==> src/common/cra_pkg.sv <==
/*
  Shared constants for the calendar counter: register offsets, field layout,
  reset values and calendar helper functions.
  Assumes a 32-bit APB register bus with byte addresses on an 8-bit paddr.
*/
`default_nettype none

package cra_pkg;

  localparam int unsigned CRA_AW = 8;
  localparam int unsigned CRA_DW = 32;

  // register byte offsets
  localparam logic [7:0] CRA_OFF_CONTROL_A = 8'h00;
  localparam logic [7:0] CRA_OFF_FLAGS = 8'h04;
  localparam logic [7:0] CRA_OFF_CLOCK = 8'h08;
  localparam logic [7:0] CRA_OFF_COMP0 = 8'h0C;
  localparam logic [7:0] CRA_OFF_COMP1 = 8'h10;
  localparam logic [7:0] CRA_OFF_ALARM = 8'h14;
  localparam logic [7:0] CRA_OFF_MASK = 8'h18;
  localparam logic [7:0] CRA_OFF_STAMP = 8'h1C;

  // control_a bit positions
  localparam int unsigned CRA_EN_BIT = 0;
  localparam int unsigned CRA_MODE_LSB = 2;
  localparam int unsigned CRA_HFMT_BIT = 6;
  localparam int unsigned CRA_MCLR_BIT = 7;

  // operating modes
  localparam logic [1:0] CRA_MODE_C32 = 2'h0;
  localparam logic [1:0] CRA_MODE_C16 = 2'h1;
  localparam logic [1:0] CRA_MODE_CAL = 2'h2;

  // interrupt_flags bit positions
  localparam int unsigned CRA_F_OVF = 0;
  localparam int unsigned CRA_F_ALM = 1;
  localparam int unsigned CRA_F_CMP0 = 2;
  localparam int unsigned CRA_F_CMP1 = 3;
  localparam int unsigned CRA_NFLAGS = 4;

  // time/date field positions
  localparam int unsigned CRA_MIN_LSB = 6;
  localparam int unsigned CRA_HOUR_LSB = 12;
  localparam int unsigned CRA_PM_BIT = 16;
  localparam int unsigned CRA_DAY_LSB = 17;
  localparam int unsigned CRA_MON_LSB = 22;
  localparam int unsigned CRA_YEAR_LSB = 26;

  localparam logic [5:0] CRA_SEC_MAX = 6'h3B;
  localparam logic [4:0] CRA_HOUR24_MAX = 5'h17;
  localparam logic [3:0] CRA_HOUR12_TOP = 4'hC;
  localparam logic [3:0] CRA_HOUR12_LAST = 4'hB;
  localparam logic [3:0] CRA_MON_MAX = 4'hC;
  localparam logic [5:0] CRA_YEAR_MAX = 6'h3F;

  localparam logic [31:0] CRA_RST_WORD = 32'h0000_0000;
  localparam logic [2:0] CRA_MASK_RST = 3'h0;
  localparam logic [1:0] CRA_SYNC_RST = 2'h3;

  // first instant of year 0: 00:00:00 (or 12 AM) on January 1
  function automatic logic [31:0] cra_cal_zero(input logic twelve);
    logic [31:0] v;
    v = 32'h0;
    v[CRA_DAY_LSB +: 5] = 5'h01;
    v[CRA_MON_LSB +: 4] = 4'h1;
    if (twelve) begin
      v[CRA_HOUR_LSB +: 4] = CRA_HOUR12_TOP;
    end
    return v;
  endfunction

  function automatic logic [4:0] cra_days_in_month(input logic [3:0] mon,
                                                   input logic [5:0] year);
    case (mon)
      4'h2: cra_days_in_month = (year[1:0] == 2'h0) ? 5'h1D : 5'h1C;
      4'h4, 4'h6, 4'h9, 4'hB: cra_days_in_month = 5'h1E;
      default: cra_days_in_month = 5'h1F;
    endcase
  endfunction

  // fields that take part in the alarm compare, counted from seconds up
  function automatic logic [31:0] cra_alarm_mask(input logic [2:0] sel);
    case (sel)
      3'h1: cra_alarm_mask = 32'h0000_003F;
      3'h2: cra_alarm_mask = 32'h0000_0FFF;
      3'h3: cra_alarm_mask = 32'h0001_FFFF;
      3'h4: cra_alarm_mask = 32'h003F_FFFF;
      3'h5: cra_alarm_mask = 32'h03FF_FFFF;
      3'h6: cra_alarm_mask = 32'hFFFF_FFFF;
      default: cra_alarm_mask = 32'h0000_0000;
    endcase
  endfunction

endpackage

`default_nettype wire

==> src/logic/cra_cal_step.sv <==
/*
  One-second step of the packed time/date word, with carries through
  minutes, hours, days, months and the six-bit year.
  Assumes the current word holds a legal date; purely combinational.
*/
`timescale 1ns/10ps
`default_nettype none

module cra_cal_step
  import cra_pkg::*;
(
  input wire logic [31:0] cur_val,
  input wire logic twelve_hour,
  output logic [31:0] next_val,
  output logic wrapped
);

  wire logic [5:0] sec = cur_val[5:0];
  wire logic [5:0] min = cur_val[CRA_MIN_LSB +: 6];
  wire logic [4:0] hour = cur_val[CRA_HOUR_LSB +: 5];
  wire logic [3:0] h12 = cur_val[CRA_HOUR_LSB +: 4];
  wire logic pm = cur_val[CRA_PM_BIT];
  wire logic [4:0] day = cur_val[CRA_DAY_LSB +: 5];
  wire logic [3:0] mon = cur_val[CRA_MON_LSB +: 4];
  wire logic [5:0] year = cur_val[CRA_YEAR_LSB +: 6];

  wire logic sec_top = (sec == CRA_SEC_MAX);
  wire logic min_top = (min == CRA_SEC_MAX);
  wire logic hr_roll = sec_top & min_top;
  wire logic hour_top = twelve_hour ? (pm & (h12 == CRA_HOUR12_LAST))
                                    : (hour == CRA_HOUR24_MAX);
  wire logic day_roll = hr_roll & hour_top;
  wire logic day_top = (day == cra_days_in_month(mon, year));
  wire logic mon_roll = day_roll & day_top;
  wire logic yr_roll = mon_roll & (mon == CRA_MON_MAX);

  logic [4:0] hour_n;

  // 12-hour mode: 11 flips AM/PM into 12, 12 is followed by 1
  assign hour_n = !hr_roll ? hour :
                  !twelve_hour ? (hour_top ? 5'h00 : hour + 5'h01) :
                  (h12 == CRA_HOUR12_LAST) ? {~pm, CRA_HOUR12_TOP} :
                  (h12 == CRA_HOUR12_TOP) ? {pm, 4'h1} :
                  {pm, h12 + 4'h1};

  assign next_val[5:0] = sec_top ? 6'h00 : sec + 6'h01;
  assign next_val[CRA_MIN_LSB +: 6] = !sec_top ? min :
                                      min_top ? 6'h00 : min + 6'h01;
  assign next_val[CRA_HOUR_LSB +: 5] = hour_n;
  assign next_val[CRA_DAY_LSB +: 5] = !day_roll ? day :
                                      day_top ? 5'h01 : day + 5'h01;
  assign next_val[CRA_MON_LSB +: 4] = !mon_roll ? mon :
                                      (mon == CRA_MON_MAX) ? 4'h1 : mon + 4'h1;
  // six-bit year wraps 0x3F to 0x00 by itself
  assign next_val[CRA_YEAR_LSB +: 6] = yr_roll ? year + 6'h01 : year;
  assign wrapped = yr_roll & (year == CRA_YEAR_MAX);

endmodule

`default_nettype wire

==> src/logic/cra_rtc_core.sv <==
/*
  Calendar / counter block with APB register access, maskable alarm,
  two 16-bit compares and a timestamp capture with its DMA request.
  Assumes counter_clock and timestamp_capture are asynchronous pins; pclk
  is much faster than either. APB slave with zero wait states.
*/
// The placing of the registers and the APB interface to the registers were left to the implementer.
`timescale 1ns/10ps
`default_nettype none

// Functional notes
// - mode field value 0x2 turns the counter into a clock/calendar.
// - when enabled, calendar advances one second per counter clock rising edge.
// - time and date read and written as one 32-bit word.
// - hour format bit picks 12/24 hours; writable only while disabled.
// - day counts from 1; month 1 is January, 2 February.
// - year is 0x00..0x3F offset from a leap reference year.
// - after 23:59:59 Dec 31 year 0x3F wrap to start, set overflow.
// - alarm match sets alarm flag at the next counter clock rising edge.
// - alarm mask select chooses which fields take part in matching.
// - clear-on-match clears the counter on the cycle after an alarm match.
// - with clear-on-match, alarm and overflow flags set together.
// - 16-bit mode: count match with either compare sets its flag next edge.
// - timestamp capture raises tamper DMA request; timestamp read drops it.
module cra_rtc_core
  import cra_pkg::*;
(
  input wire logic pclk,
  input wire logic presetn,
  input wire logic psel,
  input wire logic penable,
  input wire logic pwrite,
  input wire logic [CRA_AW-1:0] paddr,
  input wire logic [CRA_DW-1:0] pwdata,
  output logic [CRA_DW-1:0] prdata,
  output logic pready,
  output logic pslverr,
  input wire logic counter_clock,
  input wire logic timestamp_capture,
  output logic tamper_dma_req
);

  // pin synchronisers: bit 0 counter clock, bit 1 timestamp capture
  logic [1:0] s1_q, s2_q, s3_q, lvl_q;
  logic [1:0] lvl_d;
  logic [1:0] rise;
  logic [1:0] agree;

  // a level counts only once the second and third stages agree;
  // costs a cycle of latency but rejects a single-stage glitch
  assign agree = ~(s2_q ^ s3_q);
  assign lvl_d = (agree & s3_q) | (~agree & lvl_q);
  assign rise = lvl_d & ~lvl_q;

  // reset high: a pin already high at reset release is no edge
  always_ff @(posedge pclk or negedge presetn) begin
    if (!presetn) begin
      s1_q <= CRA_SYNC_RST;
      s2_q <= CRA_SYNC_RST;
      s3_q <= CRA_SYNC_RST;
      lvl_q <= CRA_SYNC_RST;
    end else begin
      s1_q <= {timestamp_capture, counter_clock};
      s2_q <= s1_q;
      s3_q <= s2_q;
      lvl_q <= lvl_d;
    end
  end

  // registers
  logic enable_q, hour_fmt_q, match_clr_q;
  logic [1:0] mode_q;
  logic [CRA_NFLAGS-1:0] flags_q, flags_d, flag_set;
  logic [31:0] clock_q, clock_d, alarm_q, stamp_q, prdata_q;
  logic [15:0] comp0_q, comp1_q;
  logic [2:0] mask_sel_q;
  logic tamper_q, tamper_d;

  // APB decode
  logic setup, access, mapped, wr;
  logic hit_ctrl, hit_flags, hit_clock, hit_comp0, hit_comp1;
  logic hit_alarm, hit_mask, hit_stamp, rd_stamp;
  logic [31:0] rd_mux, ctrl_word;

  assign setup = psel & ~penable;
  assign access = psel & penable;
  assign hit_ctrl = (paddr == CRA_OFF_CONTROL_A);
  assign hit_flags = (paddr == CRA_OFF_FLAGS);
  assign hit_clock = (paddr == CRA_OFF_CLOCK);
  assign hit_comp0 = (paddr == CRA_OFF_COMP0);
  assign hit_comp1 = (paddr == CRA_OFF_COMP1);
  assign hit_alarm = (paddr == CRA_OFF_ALARM);
  assign hit_mask = (paddr == CRA_OFF_MASK);
  assign hit_stamp = (paddr == CRA_OFF_STAMP);
  assign mapped = hit_ctrl | hit_flags | hit_clock | hit_comp0 | hit_comp1 |
                  hit_alarm | hit_mask | hit_stamp;
  assign wr = access & pwrite & mapped;
  assign rd_stamp = access & ~pwrite & hit_stamp;

  logic wr_ctrl, wr_flags, wr_alarm, wr_mask, wr_comp0, wr_comp1;
  assign wr_ctrl = wr & hit_ctrl;
  assign wr_flags = wr & hit_flags;
  assign wr_alarm = wr & hit_alarm;
  assign wr_mask = wr & hit_mask;
  assign wr_comp0 = wr & hit_comp0;
  assign wr_comp1 = wr & hit_comp1;

  // zero wait states; unmapped addresses answer with an error
  assign pready = 1'b1;
  assign pslverr = access & ~mapped;
  assign prdata = prdata_q;

  always_comb begin
    ctrl_word = 32'h0;
    ctrl_word[CRA_EN_BIT] = enable_q;
    ctrl_word[CRA_MODE_LSB +: 2] = mode_q;
    ctrl_word[CRA_HFMT_BIT] = hour_fmt_q;
    ctrl_word[CRA_MCLR_BIT] = match_clr_q;
  end

  assign rd_mux = hit_ctrl ? ctrl_word :
                  hit_flags ? {28'h0, flags_q} :
                  hit_clock ? clock_q :
                  hit_comp0 ? {16'h0, comp0_q} :
                  hit_comp1 ? {16'h0, comp1_q} :
                  hit_alarm ? alarm_q :
                  hit_mask ? {29'h0, mask_sel_q} :
                  hit_stamp ? stamp_q : 32'h0;

  // counter datapath
  logic tick, cal_mode, c16_mode, alarm_hit, clr_hit, cap, wr_clock;
  logic cal_wrap, ovf_step;
  logic [31:0] cal_next, cnt_step, clr_val;
  logic [15:0] cnt16;

  assign tick = rise[0] & enable_q;
  assign cap = rise[1];
  assign cal_mode = (mode_q == CRA_MODE_CAL);
  assign c16_mode = (mode_q == CRA_MODE_C16);
  assign cnt16 = clock_q[15:0];
  assign wr_clock = wr & hit_clock;

  cra_cal_step u_step (
    .cur_val(clock_q),
    .twelve_hour(hour_fmt_q),
    .next_val(cal_next),
    .wrapped(cal_wrap)
  );

  // masked fields drop out of the compare; select 0 or 7 disables it
  logic [31:0] alarm_mask;
  assign alarm_mask = cra_alarm_mask(mask_sel_q);
  assign alarm_hit = ~c16_mode &
                     (((clock_q ^ alarm_q) & alarm_mask) == 32'h0) &
                     (alarm_mask != 32'h0);
  assign clr_hit = tick & alarm_hit & match_clr_q;
  assign clr_val = cal_mode ? cra_cal_zero(hour_fmt_q) : 32'h0;

  assign cnt_step = cal_mode ? cal_next :
                    c16_mode ? {16'h0, cnt16 + 16'h1} : clock_q + 32'h1;
  assign ovf_step = cal_mode ? cal_wrap : c16_mode ? &cnt16 : &clock_q;

  // software write beats a same-cycle tick
  assign clock_d = wr_clock ? pwdata :
                   clr_hit ? clr_val :
                   tick ? cnt_step : clock_q;

  // alarm is checked on the value before this edge's increment
  assign flag_set[CRA_F_OVF] = clr_hit | (tick & ovf_step);
  assign flag_set[CRA_F_ALM] = tick & alarm_hit;
  assign flag_set[CRA_F_CMP0] = tick & c16_mode & (cnt16 == comp0_q);
  assign flag_set[CRA_F_CMP1] = tick & c16_mode & (cnt16 == comp1_q);

  // write one to clear; a same-cycle set wins
  assign flags_d = (flags_q & ~(wr_flags ? pwdata[CRA_NFLAGS-1:0] : {CRA_NFLAGS{1'b0}})) |
                   flag_set;

  assign tamper_d = cap | (tamper_q & ~rd_stamp);
  assign tamper_dma_req = tamper_q;

  always_ff @(posedge pclk or negedge presetn) begin
    if (!presetn) begin
      clock_q <= CRA_RST_WORD;
      flags_q <= '0;
      stamp_q <= CRA_RST_WORD;
      tamper_q <= 1'b0;
      prdata_q <= CRA_RST_WORD;
    end else begin
      clock_q <= clock_d;
      flags_q <= flags_d;
      tamper_q <= tamper_d;
      if (cap) begin
        stamp_q <= clock_q;
      end
      if (setup) begin
        prdata_q <= rd_mux;
      end
    end
  end

  always_ff @(posedge pclk or negedge presetn) begin
    if (!presetn) begin
      enable_q <= 1'b0;
      mode_q <= CRA_MODE_C32;
      hour_fmt_q <= 1'b0;
      match_clr_q <= 1'b0;
    end else if (wr_ctrl) begin
      enable_q <= pwdata[CRA_EN_BIT];
      mode_q <= pwdata[CRA_MODE_LSB +: 2];
      match_clr_q <= pwdata[CRA_MCLR_BIT];
      if (!enable_q) begin
        hour_fmt_q <= pwdata[CRA_HFMT_BIT];
      end
    end
  end

  always_ff @(posedge pclk or negedge presetn) begin
    if (!presetn) begin
      alarm_q <= CRA_RST_WORD;
      comp0_q <= 16'h0;
      comp1_q <= 16'h0;
      mask_sel_q <= CRA_MASK_RST;
    end else begin
      if (wr_alarm) begin
        alarm_q <= pwdata;
      end
      if (wr_comp0) begin
        comp0_q <= pwdata[15:0];
      end
      if (wr_comp1) begin
        comp1_q <= pwdata[15:0];
      end
      if (wr_mask) begin
        mask_sel_q <= pwdata[2:0];
      end
    end
  end

  logic cal_top;
  assign cal_top = cal_mode & cal_wrap;
endmodule

`default_nettype wire

==> config.mk <==
export PLATFORM = sky130hd
export DESIGN_NAME = cra_rtc_core
export DESIGN_NICKNAME = d
export VERILOG_FILES = /design/src/common/cra_pkg.sv /design/src/logic/cra_cal_step.sv /design/src/logic/cra_rtc_core.sv
export SDC_FILE = /design/constraint.sdc
export NUM_CORES = 1
export LEC_CHECK = 0
export BUFFER_PORTS_ARGS = -buffer_cell sky130_fd_sc_hd__buf_2
export CORE_UTILIZATION = 61
export CTS_CLUSTER_SIZE = 14
export DETAILED_ROUTE_END_ITERATION = 7
export HOLD_SLACK_MARGIN = 0.06
export PLACE_DENSITY = 0.84
export SLEW_MARGIN = 20
export SYNTH_ARGS = -nofsm -noshare
export SYNTH_HDL_FRONTEND = slang
export SYNTH_SLANG_ARGS = --single-unit
==> constraint.sdc <==
create_clock -name pclk -period 3.5 [get_ports pclk]
set_input_delay 0.7 -clock pclk [delete_from_list [all_inputs] [get_ports pclk]]
set_output_delay 0.7 -clock pclk [all_outputs]
set_load 0.02 [all_outputs]
=== Word level (Yosys, flattened, before mapping) ===
Cells that the tools add are included.

* Register bits: 181
* Input bits: 47
* Output and inout bits: 35
* Logic and storage cells: 177

* Add/subtract/negate cells: 9
* Equal/unequal tests: 36
* Mux-type cells: 35
* Bitwise logic cells: 59
* Reductions and logical operators: 15

{| class="wikitable"
|+ Operators by type and width
! cell !! count
|-
| $mux 32 || 13
|-
| $pmux 32 s6 || 1
|-
| $add 32x1->32 const B || 1
|-
| $and 32x32->32 || 1
|-
| $eq 16x16->1 || 2
|-
| $eq 8x5->1 const B || 4
|-
| $logic_not 32->1 || 1
|-
| $reduce_and 32->1 || 1
|-
| $reduce_bool 32->1 || 1
|-
| $xor 32x32->32 || 1
|-
| $and 1x1->1 || 30
|-
| $mux 5 || 6
|-
| $mux 6 || 4
|-
| $mux 23 || 1
|-
| $eq 4x4->1 const B || 5
|-
| $mux 4 || 5
|-
| $ne 4x1->1 const B || 5
|-
| $add 6x1->6 const B || 3
|-
| $eq 6x6->1 const B || 3
|-
| $add 16x1->16 const B || 1
|-
| $eq 8x4->1 const B || 2
|-
| $reduce_and 16->1 || 1
|-
| $reduce_and 2->1 || 6
|-
| $add 5x1->5 const B || 2
|-
| 28 further kinds || 54
|}

=== Logic depth before layout (Yosys ltp) ===
Gate-level depths: netlist of run 1.

* Depth after elaboration: 14
* Depth in mapped cells: 11
* Mapped depth without buffers: 10

=== By module ===
From an unflattened synthesis of run 1, not the netlist that was laid out.

* Cell total of the unflattened synthesis: 1169
* Area total of the unflattened synthesis: 11300.8 um2

{| class="wikitable"
|+ By module, submodules not included
! module !! instances !! cells an instance !! area each (um2)
|-
| cra_rtc_core || 1 || 986 || 10083.4
|-
| cra_cal_step || 1 || 183 || 1217.4
|}

=== Worst setup path after synthesis of run 1 ===
OpenSTA, ideal clock, no wires.

* Path type: input to register
* From: input port paddr[7]
* To: register clock_q[16]
* Library setup time: 128 ps
* Data arrival time: 2992 ps
* Data required time: 3372 ps
* Setup slack: 380 ps
* Stages on the path: 9
* Path through: or4_1 -> nor4b_4 -> and2_0 -> clkbuf_1 -> nor2_1 -> a31o_1 -> buf_6 -> a31oi_4 -> mux2_1

* Longest elaborated chain between the ends: 12
* Elaborated cells between the ends (all ways): 22

{| class="wikitable"
|+ RTL lines
! element !! line !! source
|-
| from (decl) || cra_rtc_core.sv:33 || <nowiki>input wire logic [CRA_AW-1:0] paddr,</nowiki>
|-
| $eq 8x3->1 / $logic_not 8->1 (equally long branches) || cra_rtc_core.sv:88, cra_rtc_core.sv:87 ||
|-
| $or 1x1->1 (5 in series) || cra_rtc_core.sv:95 || <nowiki>assign mapped = hit_ctrl | hit_flags | hit_clock | hit_comp0 | hit_comp1 |</nowiki>
|-
| $or 1x1->1 (2 in series) || cra_rtc_core.sv:96 || <nowiki>hit_alarm | hit_mask | hit_stamp;</nowiki>
|-
| $and 1x1->1 || cra_rtc_core.sv:97 || <nowiki>assign wr = access & pwrite & mapped;</nowiki>
|-
| $and 1x1->1 (*) || cra_rtc_core.sv:141 || <nowiki>assign wr_clock = wr & hit_clock;</nowiki>
|-
| $ne 5x2->1 (no source line) (tied with other cells) || n/a ||
|-
| $reduce_and 3->1 (no source line) || n/a ||
|-
| to (signal assigned) || cra_rtc_core.sv:189 || <nowiki>clock_q <= clock_d;</nowiki>
|-
| to (decl) || cra_rtc_core.sv:74 || <nowiki>logic [31:0] clock_q, clock_d, alarm_q, stamp_q, prdata_q;</nowiki>
|}

Mark *: on every way between the ends. The rest lies on a longest branch, timed or not.
A chain may end at the register's enable or synchronous reset.

=== Worst setup path in the final report of run 1 ===
* From: register clock_q[25]
* To: register clock_q[21]

* Longest elaborated chain between the ends: 10
* Elaborated cells between the ends (all ways): 24

{| class="wikitable"
|+ RTL lines
! element !! line !! source
|-
| $eq 4x3->1 / $eq 4x4->1 (equally long branches) || cra_pkg.sv:74 || <nowiki>case (mon)</nowiki>
|-
| $reduce_or 4->1 || cra_pkg.sv:74 ||
|-
| $pmux 5 s2 || cra_pkg.sv:74 ||
|-
| $eq 5x5->1 || cra_cal_step.sv:33 || <nowiki>wire logic day_top = (day == cra_days_in_month(mon, year));</nowiki>
|-
| $mux 5 || cra_cal_step.sv:51 || <nowiki>day_top ? 5'h01 : day + 5'h01;</nowiki>
|-
| $mux 5 || cra_cal_step.sv:50 || <nowiki>assign next_val[CRA_DAY_LSB +: 5] = !day_roll ? day :</nowiki>
|-
| $mux 32 || cra_rtc_core.sv:159 || <nowiki>assign cnt_step = cal_mode ? cal_next :</nowiki>
|-
| $mux 32 || cra_rtc_core.sv:166 || <nowiki>tick ? cnt_step : clock_q;</nowiki>
|-
| $mux 32 || cra_rtc_core.sv:165 || <nowiki>clr_hit ? clr_val :</nowiki>
|-
| $mux 32 || cra_rtc_core.sv:164 || <nowiki>assign clock_d = wr_clock ? pwdata :</nowiki>
|}

Several ways; a longest one is shown, not always the timed one. The select of a mux whose other input is x is not followed.

==> impl_metrics.tcl, run 1 <==
set metrics [dict create \
    drv_slew 0 \
    portBuffers 80 \
    max-cap-violations 0 \
    worstPathRequired_ns 3.84 \
    rows 47 \
    setup_tns_ns 0 \
    r2r-end "clock_q[21]" \
    whs_ns 0.292 \
    r2r_cells 8 \
    synth_xor_area_frac 0.0636 \
    worst_slew_pin_slew_ns 0.900 \
    grt.total_usage 0.364 \
    ys.flop_type "dfrtp_1" \
    async_flop_share 1.00 \
    timing_hold_violations_final 0 \
    synth_cell_types 84 \
    synth_area_um2 10400 \
    cts_sinks 181 \
    ios 82 \
    core_area_um2 16600 \
    setup_viol 0 \
    finalCritPeriodShare 0.938 \
    layout_min_cycle_time_ns 3.28 \
    die_w_um 133 \
    synth_edf_count 0 \
    synth-compound-area-share 0.186 \
    place_congestion 0.984 \
    htree_num_levels 4 \
    grt.overflow.total 0 \
    crit_slowest_cell "or4_4" \
    rsz0062_at_grt "no" \
    clk_pin_slew_ns 0.07 \
    final_nets 1224 \
    dieArea_um2 17600 \
    synth_nets 1153 \
    leakage_nw 5.39 \
    drive_gt1_frac 0.233 \
    max-slew-margin-rel 0.396 \
    vias 9562 \
    dp_hpwl_mm 21.5 \
    clockBufferDepth 2 \
    seq_area_frac_synth 0.435 \
    cts_inserted_buffers 17 \
    routed.top_layer "met4" \
    drt-met1-wl_mm 12.4 \
    crit_type "flip-flop to flip-flop" \
    wl_met2_mm 13.7 \
    worstSetupStartpointType "flip-flop" \
    wl_per_cell_um 22.0 \
    fmax_mhz 305 \
    worstSkewPairLatency_ns 0.44 \
    crit_path_end_kind "flip-flop" \
    ctsHoldBuffers 0 \
    ys_warn_count 0 \
    grt_first_pass_wirelength_mm 49.4 \
    cts-root-buf "clkbuf_16" \
    crit_fanout 13 \
    initial_core_util 0.628 \
    synth_top_family_by_area "compound AO/OA/AOI/OAI gates" \
    tritoncts "done" \
    n_antenna_cell 0 \
    status "finished clean" \
    hold_path_class "input pin to async pin" \
    synth.area.top_cells "dfrtp_1 (41%), mux2_2 (8.9%), nand2_1 (4.3%), xor2_1 (3.9%), o21ai_0 (3.4%)" \
    synth_top_area_cell "dfrtp_1" \
    peakVddDrop_v 0.000337 \
    dieHeight_um 133 \
    p_per_area_nw_per_um2 373 \
    muxShareOfSynthArea 0.0966 \
    timing.rr.start "clock_q[25]" \
    first_pass_iters 6 \
    synth.top_cell.area_share 0.415 \
    antenna_found_initial 0 \
    postSynthCellCount 1095 \
    final.setup_skew_ns 0.0151 \
    grt_pass1_vias 8984 \
    rrSetupSlack_ns 0.22 \
    via_per_inst 6.83 \
    synth-simple-area-share 0.161 \
    avgSynthCellArea_um2 9.54 \
    ys_seq_elements 181 \
    post_cts.repair.setup_buffers 0 \
    area_delta_synth_final_pct 13.2 \
    postCtsResizedCells 0 \
    wl_met3_mm 3.44 \
    drt_iter0_markers 1426 \
    ant_nets 0 \
    drt_wl_total_mm 30.8 \
    synthAdderAreaFrac 0.0151 \
    timing.critical_path.cells "xnor2_1, and4_1, a41oi_1, or4_4, or3_4, a31oi_1, o21ai_1, a22o_1" \
    drc 0 \
    cp_data_arrival_time_ns 3.62 \
    grt_max_degree 81 \
    critical_path.max_stage_delay_ns 0.63 \
]
[critical path, delay by kind of cell (launching register included)]
kind | cells | cell delay [ns]
flip-flops | 1 | 0.59
AND/OR/NAND/NOR | 3 | 1.42
AO/OA/AOI/OAI | 4 | 0.97
XOR/XNOR | 1 | 0.19
[stage by stage]
step,setup WS [ns],cell area [um2],utilization,std cells,total power (W)
global placement,0.256,11200,0.676,1367,0.00252
finish,0.218,11800,0.710,1399,0.00441
detailed placement,0.204,11200,0.676,1367,0.00253
CTS,0.268,11800,0.710,1399,0.00441
global route,0.00715,11800,0.710,1399,0.00453
floorplan,0.380,10400,-,1095,0.00236
[synthesized netlist by cell type, types with 20 or more instances]
cell type and instances:
clkbuf_1 59, nand3_1 35, nor2_1 73, xnor2_1 27, o21ai_0 71, a31oi_1 33, mux2_2 83, xor2_1 47
inv_1 20, dfrtp_1 173, a21oi_1 51, nand2_1 119, a22oi_1 23
[layout by cell type (no fill, tap or decap), types with 9 or more instances in the layout]
cell	synthesis	routed
and2_1	8	9
a31oi_1	33	33
nor2_1	73	73
nor4_1	14	14
o211ai_1	9	9
nand2_1	119	119
nand4_1	10	10
inv_1	20	20
clkbuf_16	0	17
mux2_2	83	83
a22oi_1	23	23
dfrtp_1	173	173
buf_2	18	79
buf_4	2	57
a21oi_1	51	51
o21ai_0	71	71
a22o_1	18	18
nand3_1	35	35
nor3_1	15	14
xor2_1	47	47
and3_1	13	13
ha_1	11	11
xnor2_1	27	27
[registers in the layout (all words and copies together), names as in the netlist, 3 cells and up]
signal / cells
stamp_q: 32
comp1_q: 16
prdata: 32
flags_q: 4
clock_q: 32
alarm_q: 32
comp0_q: 16
mask_sel_q: 3
[worst max-delay path by stage]
stage,startpoint,endpoint,slack (ns),cells past startpoint
global route,clock_q[8],clock_q[18],0.007,8
CTS,clock_q[25],clock_q[21],0.27,8
detailed placement,paddr[7],clock_q[3],0.20,9
finish,clock_q[25],clock_q[21],0.22,8
floorplan,paddr[7],clock_q[16],0.38,9
global placement,paddr[7],clock_q[30],0.26,10
[area by class of cell]
type / count / area, um2
Clock buffer: 21 / 450
Clock inverter: 11 / 126
Fill cell: 1247 / 4820
Inverter: 20 / 75.1
Multi-Input combinational cell: 807 / 5480
Sequential cell: 181 / 4540
Tap cell: 220 / 275
Timing Repair Buffer: 139 / 877
[metal layers]
layer / up-vias / GRT usage
met5: - / 0
met4: 0 / 0.161
met3: 124 / 0.0900
met2: 642 / 0.544
met1: 4665 / 0.503
li1: 4131 / -
[power breakdown]
part	switching, W	leakage, nW	internal (W)	total [W]
Clock	0.000842	0.270	0.00107	0.00192
Sequential	0.0000284	2.39	0.00215	0.00218
Combinational	0.000216	2.73	0.0000999	0.000315
Total	0.00109	5.39	0.00332	0.00441
[cell families (layout without fill, tap and decap cells)]
logic type	Yosys count	count (layout)
AOI/OAI and AO/OA	290	290
and+or+nand+nor	339	339
muxes	89	89
DFF	181	181
xor gates and xnor gates	75	75
buffers and inverters	107	191
other	1	1
adders and majority gates	13	13
Power figures use the tool's default switching activity.
==> inputs of run 2 (changes only) <==
- CORE_UTILIZATION: 61 -> 60
- PLACE_DENSITY: 0.84 -> 0.83
- SLEW_MARGIN: 20 -> default
==> impl_metrics.tcl, run 2 (synthesized netlist as in run 1, its figures left out) <==
set metrics [dict create \
    ios 82 \
    dieArea_um2 17900 \
    layout_min_cycle_time_ns 3.33 \
    tritoncts "done" \
    n_antenna_cell 0 \
    leakage_nw 5.44 \
    finalCritPeriodShare 0.951 \
    drive_gt1_frac 0.240 \
    clockBufferDepth 2 \
    crit_fanout 13 \
    crit_start "clock_q[23]" \
    timing.rr.start "clock_q[23]" \
    grt_pass1_vias 8855 \
    clk_pin_slew_ns 0.07 \
    initial_core_util 0.623 \
    antenna_found_initial 0 \
    rsz0062_at_grt "no" \
    max-cap-violations 0 \
    htree_num_levels 4 \
    final.setup_skew_ns 0.0101 \
    core_area_um2 16800 \
    status "finished clean" \
    p_per_area_nw_per_um2 382 \
    drc 0 \
    grt.overflow.total 0 \
    drt_iter0_markers 1489 \
    grt_first_pass_wirelength_mm 49.7 \
    first_pass_iters 5 \
    postCtsResizedCells 0 \
    hold_path_class "input pin to async pin" \
    cts_sinks 181 \
    layout_commonest_cell "dfrtp_1" \
    layout_common_cells "dfrtp_1 (173), nand2_1 (119), mux2_2 (83), buf_2 (79), nor2_1 (73)" \
    via_per_inst 6.70 \
    vias 9402 \
    area_delta_synth_final_pct 13.9 \
    multiInputGateArea_um2 5480 \
    dp_hpwl_mm 21.9 \
    grt.total_usage 0.361 \
    rrSetupSlack_ns 0.17 \
    peakVddDrop_v 0.000370 \
    n_fill_cell 1245 \
    dieHeight_um 134 \
    fin_area_um2 11900 \
    die_w_um 134 \
    worstSkewPairLatency_ns 0.45 \
    max-slew-margin-rel 0.451 \
    rows 47 \
    regArea_um2 4540 \
    wl_per_cell_um 22.0 \
    worst_slew_pin_slew_ns 0.822 \
    ant_nets 0 \
    final_nets 1229 \
    setup_viol 0 \
    setup.worst_path.end "clock_q[16]" \
    timing_hold_violations_final 0 \
    fin_cells 1404 \
    crit_type "flip-flop to flip-flop" \
    drv_slew 0 \
    r2r-end "clock_q[16]" \
    grt_max_degree 91 \
    ctsHoldBuffers 0 \
    drt_wl_total_mm 30.9 \
    placed_area_um2 11300 \
    cts_inserted_buffers 17 \
    cts-root-buf "clkbuf_16" \
    r2r_cells 8 \
    setup_tns_ns 0 \
    crit_path_end_kind "flip-flop" \
    portBuffers 80 \
    post_cts.repair.setup_buffers 0 \
    worstPathRequired_ns 3.82 \
    cp_data_arrival_time_ns 3.65 \
    worstSetupStartpointType "flip-flop" \
    dp.cells 1372 \
    place_congestion 0.993 \
    fmax_mhz 300 \
]
[run 2: report_power, final]
| group | leakage (nW) | total [W] | switching [W] | internal [W] |
|---|---|---|---|---|
| registers | 2.39 | 0.00218 | 0.0000282 | 0.00215 |
| logic | 2.75 | 0.000316 | 0.000216 | 0.0000998 |
| clock network | 0.298 | 0.00205 | 0.000904 | 0.00114 |
| total | 5.44 | 0.00454 | 0.00115 | 0.00339 |
[run 2: cell type report]
type,count,area share
Timing Repair Buffer,144,0.0759
Clock inverter,15,0.0162
Sequential cell,181,0.382
Clock buffer,17,0.0358
Tap cell,220,0.0231
Multi-Input combinational cell,807,0.461
Inverter,20,0.00631
[run 2: metal layers]
| metal | vias up | GRT usage | share of wire |
|---|---|---|---|
| li1 | 4147 | - | - |
| met1 | 4531 | 0.534 | 0.42 |
| met2 | 641 | 0.536 | 0.45 |
| met3 | 83 | 0.0692 | 0.11 |
| met4 | 0 | 0.114 | 0.027 |
| met5 | - | 0 | 0 |
[run 2: per-stage QoR]
| step | power, W | utilization | hold WS [ns] | setup WS, ns |
|---|---|---|---|---|
| floorplan | 0.00236 | - | 0.345 | 0.380 |
| global placement | 0.00252 | 0.672 | 0.346 | 0.269 |
| detailed placement | 0.00253 | 0.672 | 0.348 | 0.212 |
| CTS | 0.00454 | 0.709 | 0.344 | 0.234 |
| global route | 0.00466 | 0.710 | 0.340 | 0.0252 |
| finish | 0.00454 | 0.710 | 0.329 | 0.170 |
[run 2: worst max-delay path: stages (launching register included)]
cell and delay, ns:
dfrtp_1 0.49, xnor2_1 0.29, and4_1 0.31, a41oi_1 0.19
or4_4 0.62, or3_4 0.51, a31o_1 0.29, a31oi_4 0.16
mux2_1 0.34
[run 2: worst min-delay path by stage]
stage                             to         startpoint  slack (ns)
after floorplan              s2_q[0]            s1_q[0]        0.35
after global placement       s2_q[0]            s1_q[0]        0.35
after detailed placement     s2_q[1]            s1_q[1]        0.35
after CTS                    s1_q[1]  timestamp_capture        0.34
after global routing         s1_q[0]      counter_clock        0.34
final                     alarm_q[8]            presetn        0.33
==> inputs of run 3 (changes only) <==
- ABC_AREA: default -> 1
==> impl_metrics.tcl, run 3 <==
set metrics [dict create \
    status "finished clean" \
    synth.top_cell.area_share 0.393 \
    finalCritPeriodShare 0.780 \
    async_flop_share 1.00 \
    timing_hold_violations_final 0 \
    portBuffers 80 \
    clk_pin_slew_ns 0.07 \
    cts_inserted_buffers 17 \
    netlist_top_cells_count "nand2_1 (424), dfrtp_1 (173), o21ai_0 (154), inv_1 (125), nor2_1 (120)" \
    setup_viol 0 \
    timing.rr.start "clock_q[1]" \
    place_congestion 0.972 \
    crit_top_cell "nand3_1" \
    placed_area_um2 11500 \
    r2r_cells 10 \
    final_nets 1582 \
    setup_tns_ns 0 \
    drc 0 \
    core_area_um2 18000 \
    max-slew-margin-rel 0.458 \
    grt_first_pass_wirelength_mm 51.7 \
    die_w_um 137 \
    post_cts.repair.setup_buffers 0 \
    vias 10700 \
    drv_slew 0 \
    synth_cell_types 54 \
    first_pass_iters 6 \
    synth_top_area_cell "dfrtp_1" \
    worst_slew_pin_slew_ns 0.792 \
    antenna_found_initial 0 \
    crit_type "flip-flop to flip-flop" \
    r2r-end "flags_q[0]" \
    drive_gt1_frac 0.143 \
    dieArea_um2 18900 \
    whs_ns 0.305 \
    worstSkewPairLatency_ns 0.44 \
    setup.worst_path.end "flags_q[0]" \
    avgSynthCellArea_um2 7.44 \
    synth.area.top_cells "dfrtp_1 (39%), nand2_1 (14%), o21ai_0 (7.0%), inv_1 (4.3%), nor2_1 (4.1%)" \
    layout_common_cells "nand2_1 (422), dfrtp_1 (173), o21ai_0 (154), inv_1 (124), nor2_1 (119)" \
    ys_warn_count 0 \
    hold_path_class "input pin to async pin" \
    utilization 0.674 \
    cts_sinks 181 \
    synth_edf_count 0 \
    ant_nets 0 \
    timing.critical_path.cells "ha_1, nand3_1, nor2_2, nand3_2, nor2_1, nand2_1, nor4_1, o21a_1, o21ai_0, nand3_1" \
    crit_start "clock_q[1]" \
    peakVddDrop_v 0.000436 \
    drt_wl_total_mm 32.8 \
    rsz0062_at_grt "no" \
    rrSetupSlack_ns 0.77 \
    grt_pass1_vias 9885 \
    ctsHoldBuffers 0 \
    fin_cells 1766 \
    crit_path_end_kind "flip-flop" \
    dieHeight_um 137 \
    via_per_inst 6.04 \
    rows 49 \
    cts-root-buf "clkbuf_16" \
    p_per_area_nw_per_um2 393 \
    synth_area_um2 11000 \
    layout_min_cycle_time_ns 2.73 \
    final.setup_skew_ns 0.00974 \
    htree_num_levels 4 \
    grt.total_usage 0.360 \
    postCtsResizedCells 0 \
    fin_area_um2 12100 \
    dp.cells 1734 \
    worstPathRequired_ns 3.86 \
    layout_commonest_cell "nand2_1" \
    clockBufferDepth 2 \
    cp_data_arrival_time_ns 3.09 \
    dp_hpwl_mm 23.1 \
    postSynthCellCount 1479 \
    max-cap-violations 0 \
    ys.flop_type "dfrtp_1" \
    area_delta_synth_final_pct 9.92 \
    grt.overflow.total 0 \
    ios 82 \
    fmax_mhz 366 \
    yosysMostFrequentCell "nand2_1" \
    tritoncts "done" \
    crit_slowest_cell "dfrtp_1" \
    leakage_nw 5.99 \
    seq_area_frac_synth 0.412 \
    n_antenna_cell 0 \
    worstSetupStartpointType "flip-flop" \
    grt_max_degree 77 \
    crit_fanout 9 \
    ys_seq_elements 181 \
    synth_nets 1537 \
    drt_iter0_markers 1170 \
    initial_core_util 0.613 \
    critical_path.max_stage_delay_ns 0.62 \
    wl_per_cell_um 18.6 \
]
[run 3: cell type report]
cell class / instances / area, um2
fillers: 1548 / 5860
clock inverters: 13 / 148
flip-flops and latches: 181 / 4540
repair buffers: 107 / 622
well taps: 229 / 287
inverters: 146 / 548
clock buffers: 19 / 453
multi-input cells: 1071 / 5510
[run 3: routing by layer]
layer,vias up,share of wire,track usage,wire length [um]
met2,613,0.45,0.558,14700
met4,0,0.031,0.131,1010
li1,4950,-,-,-
met5,-,0,0,0
met3,113,0.10,0.0791,3300
met1,4995,0.42,0.494,13800
[run 3: logic make-up (layout without fill, tap and decap cells)]
family,Yosys count,in the layout,share of synthesized area
AOI/OAI and AO/OA,277,277,0.145
xor gates and xnor gates,57,57,0.0453
adders and majority gates,13,13,0.0143
buffers and inverters,227,285,0.0883
DFF,181,181,0.412
muxes,13,13,0.0133
other,1,1,0.000341
and+or+nand+nor,710,710,0.281
[run 3: where the power goes]
group	switching, W	total (W)	internal (W)
clock network	0.000887	0.00199	0.00110
registers	0.000127	0.00229	0.00217
logic	0.000308	0.000469	0.000161
[run 3: worst min-delay path by stage]
stage,endpoint,slack (ns),depth (start not counted)
after floorplan,s2_q[0],0.35,0
after global placement,s2_q[1],0.35,0
after detailed placement,s2_q[0],0.35,0
after CTS,prdata[23],0.33,1
after global routing,s1_q[0],0.34,1
final,prdata[23],0.30,1
[run 3: worst max-delay path: cells and delay by family (launching register included)]
family                   cells  cell delay, ns
flip-flops                   1            0.62
AO/OA/AOI/OAI                2            0.26
adder cells (fa/ha/maj)      1            0.28
AND/OR/NAND/NOR              7            1.49
[run 3: metrics by stage]
stage	power (W)	setup WS, ns
2_1_floorplan	0.00260	1.33
3_3_place_gp	0.00277	0.861
3_5_place_dp	0.00278	0.804
4_1_cts	0.00475	0.864
5_1_grt	0.00490	0.597
6_report	0.00475	0.769
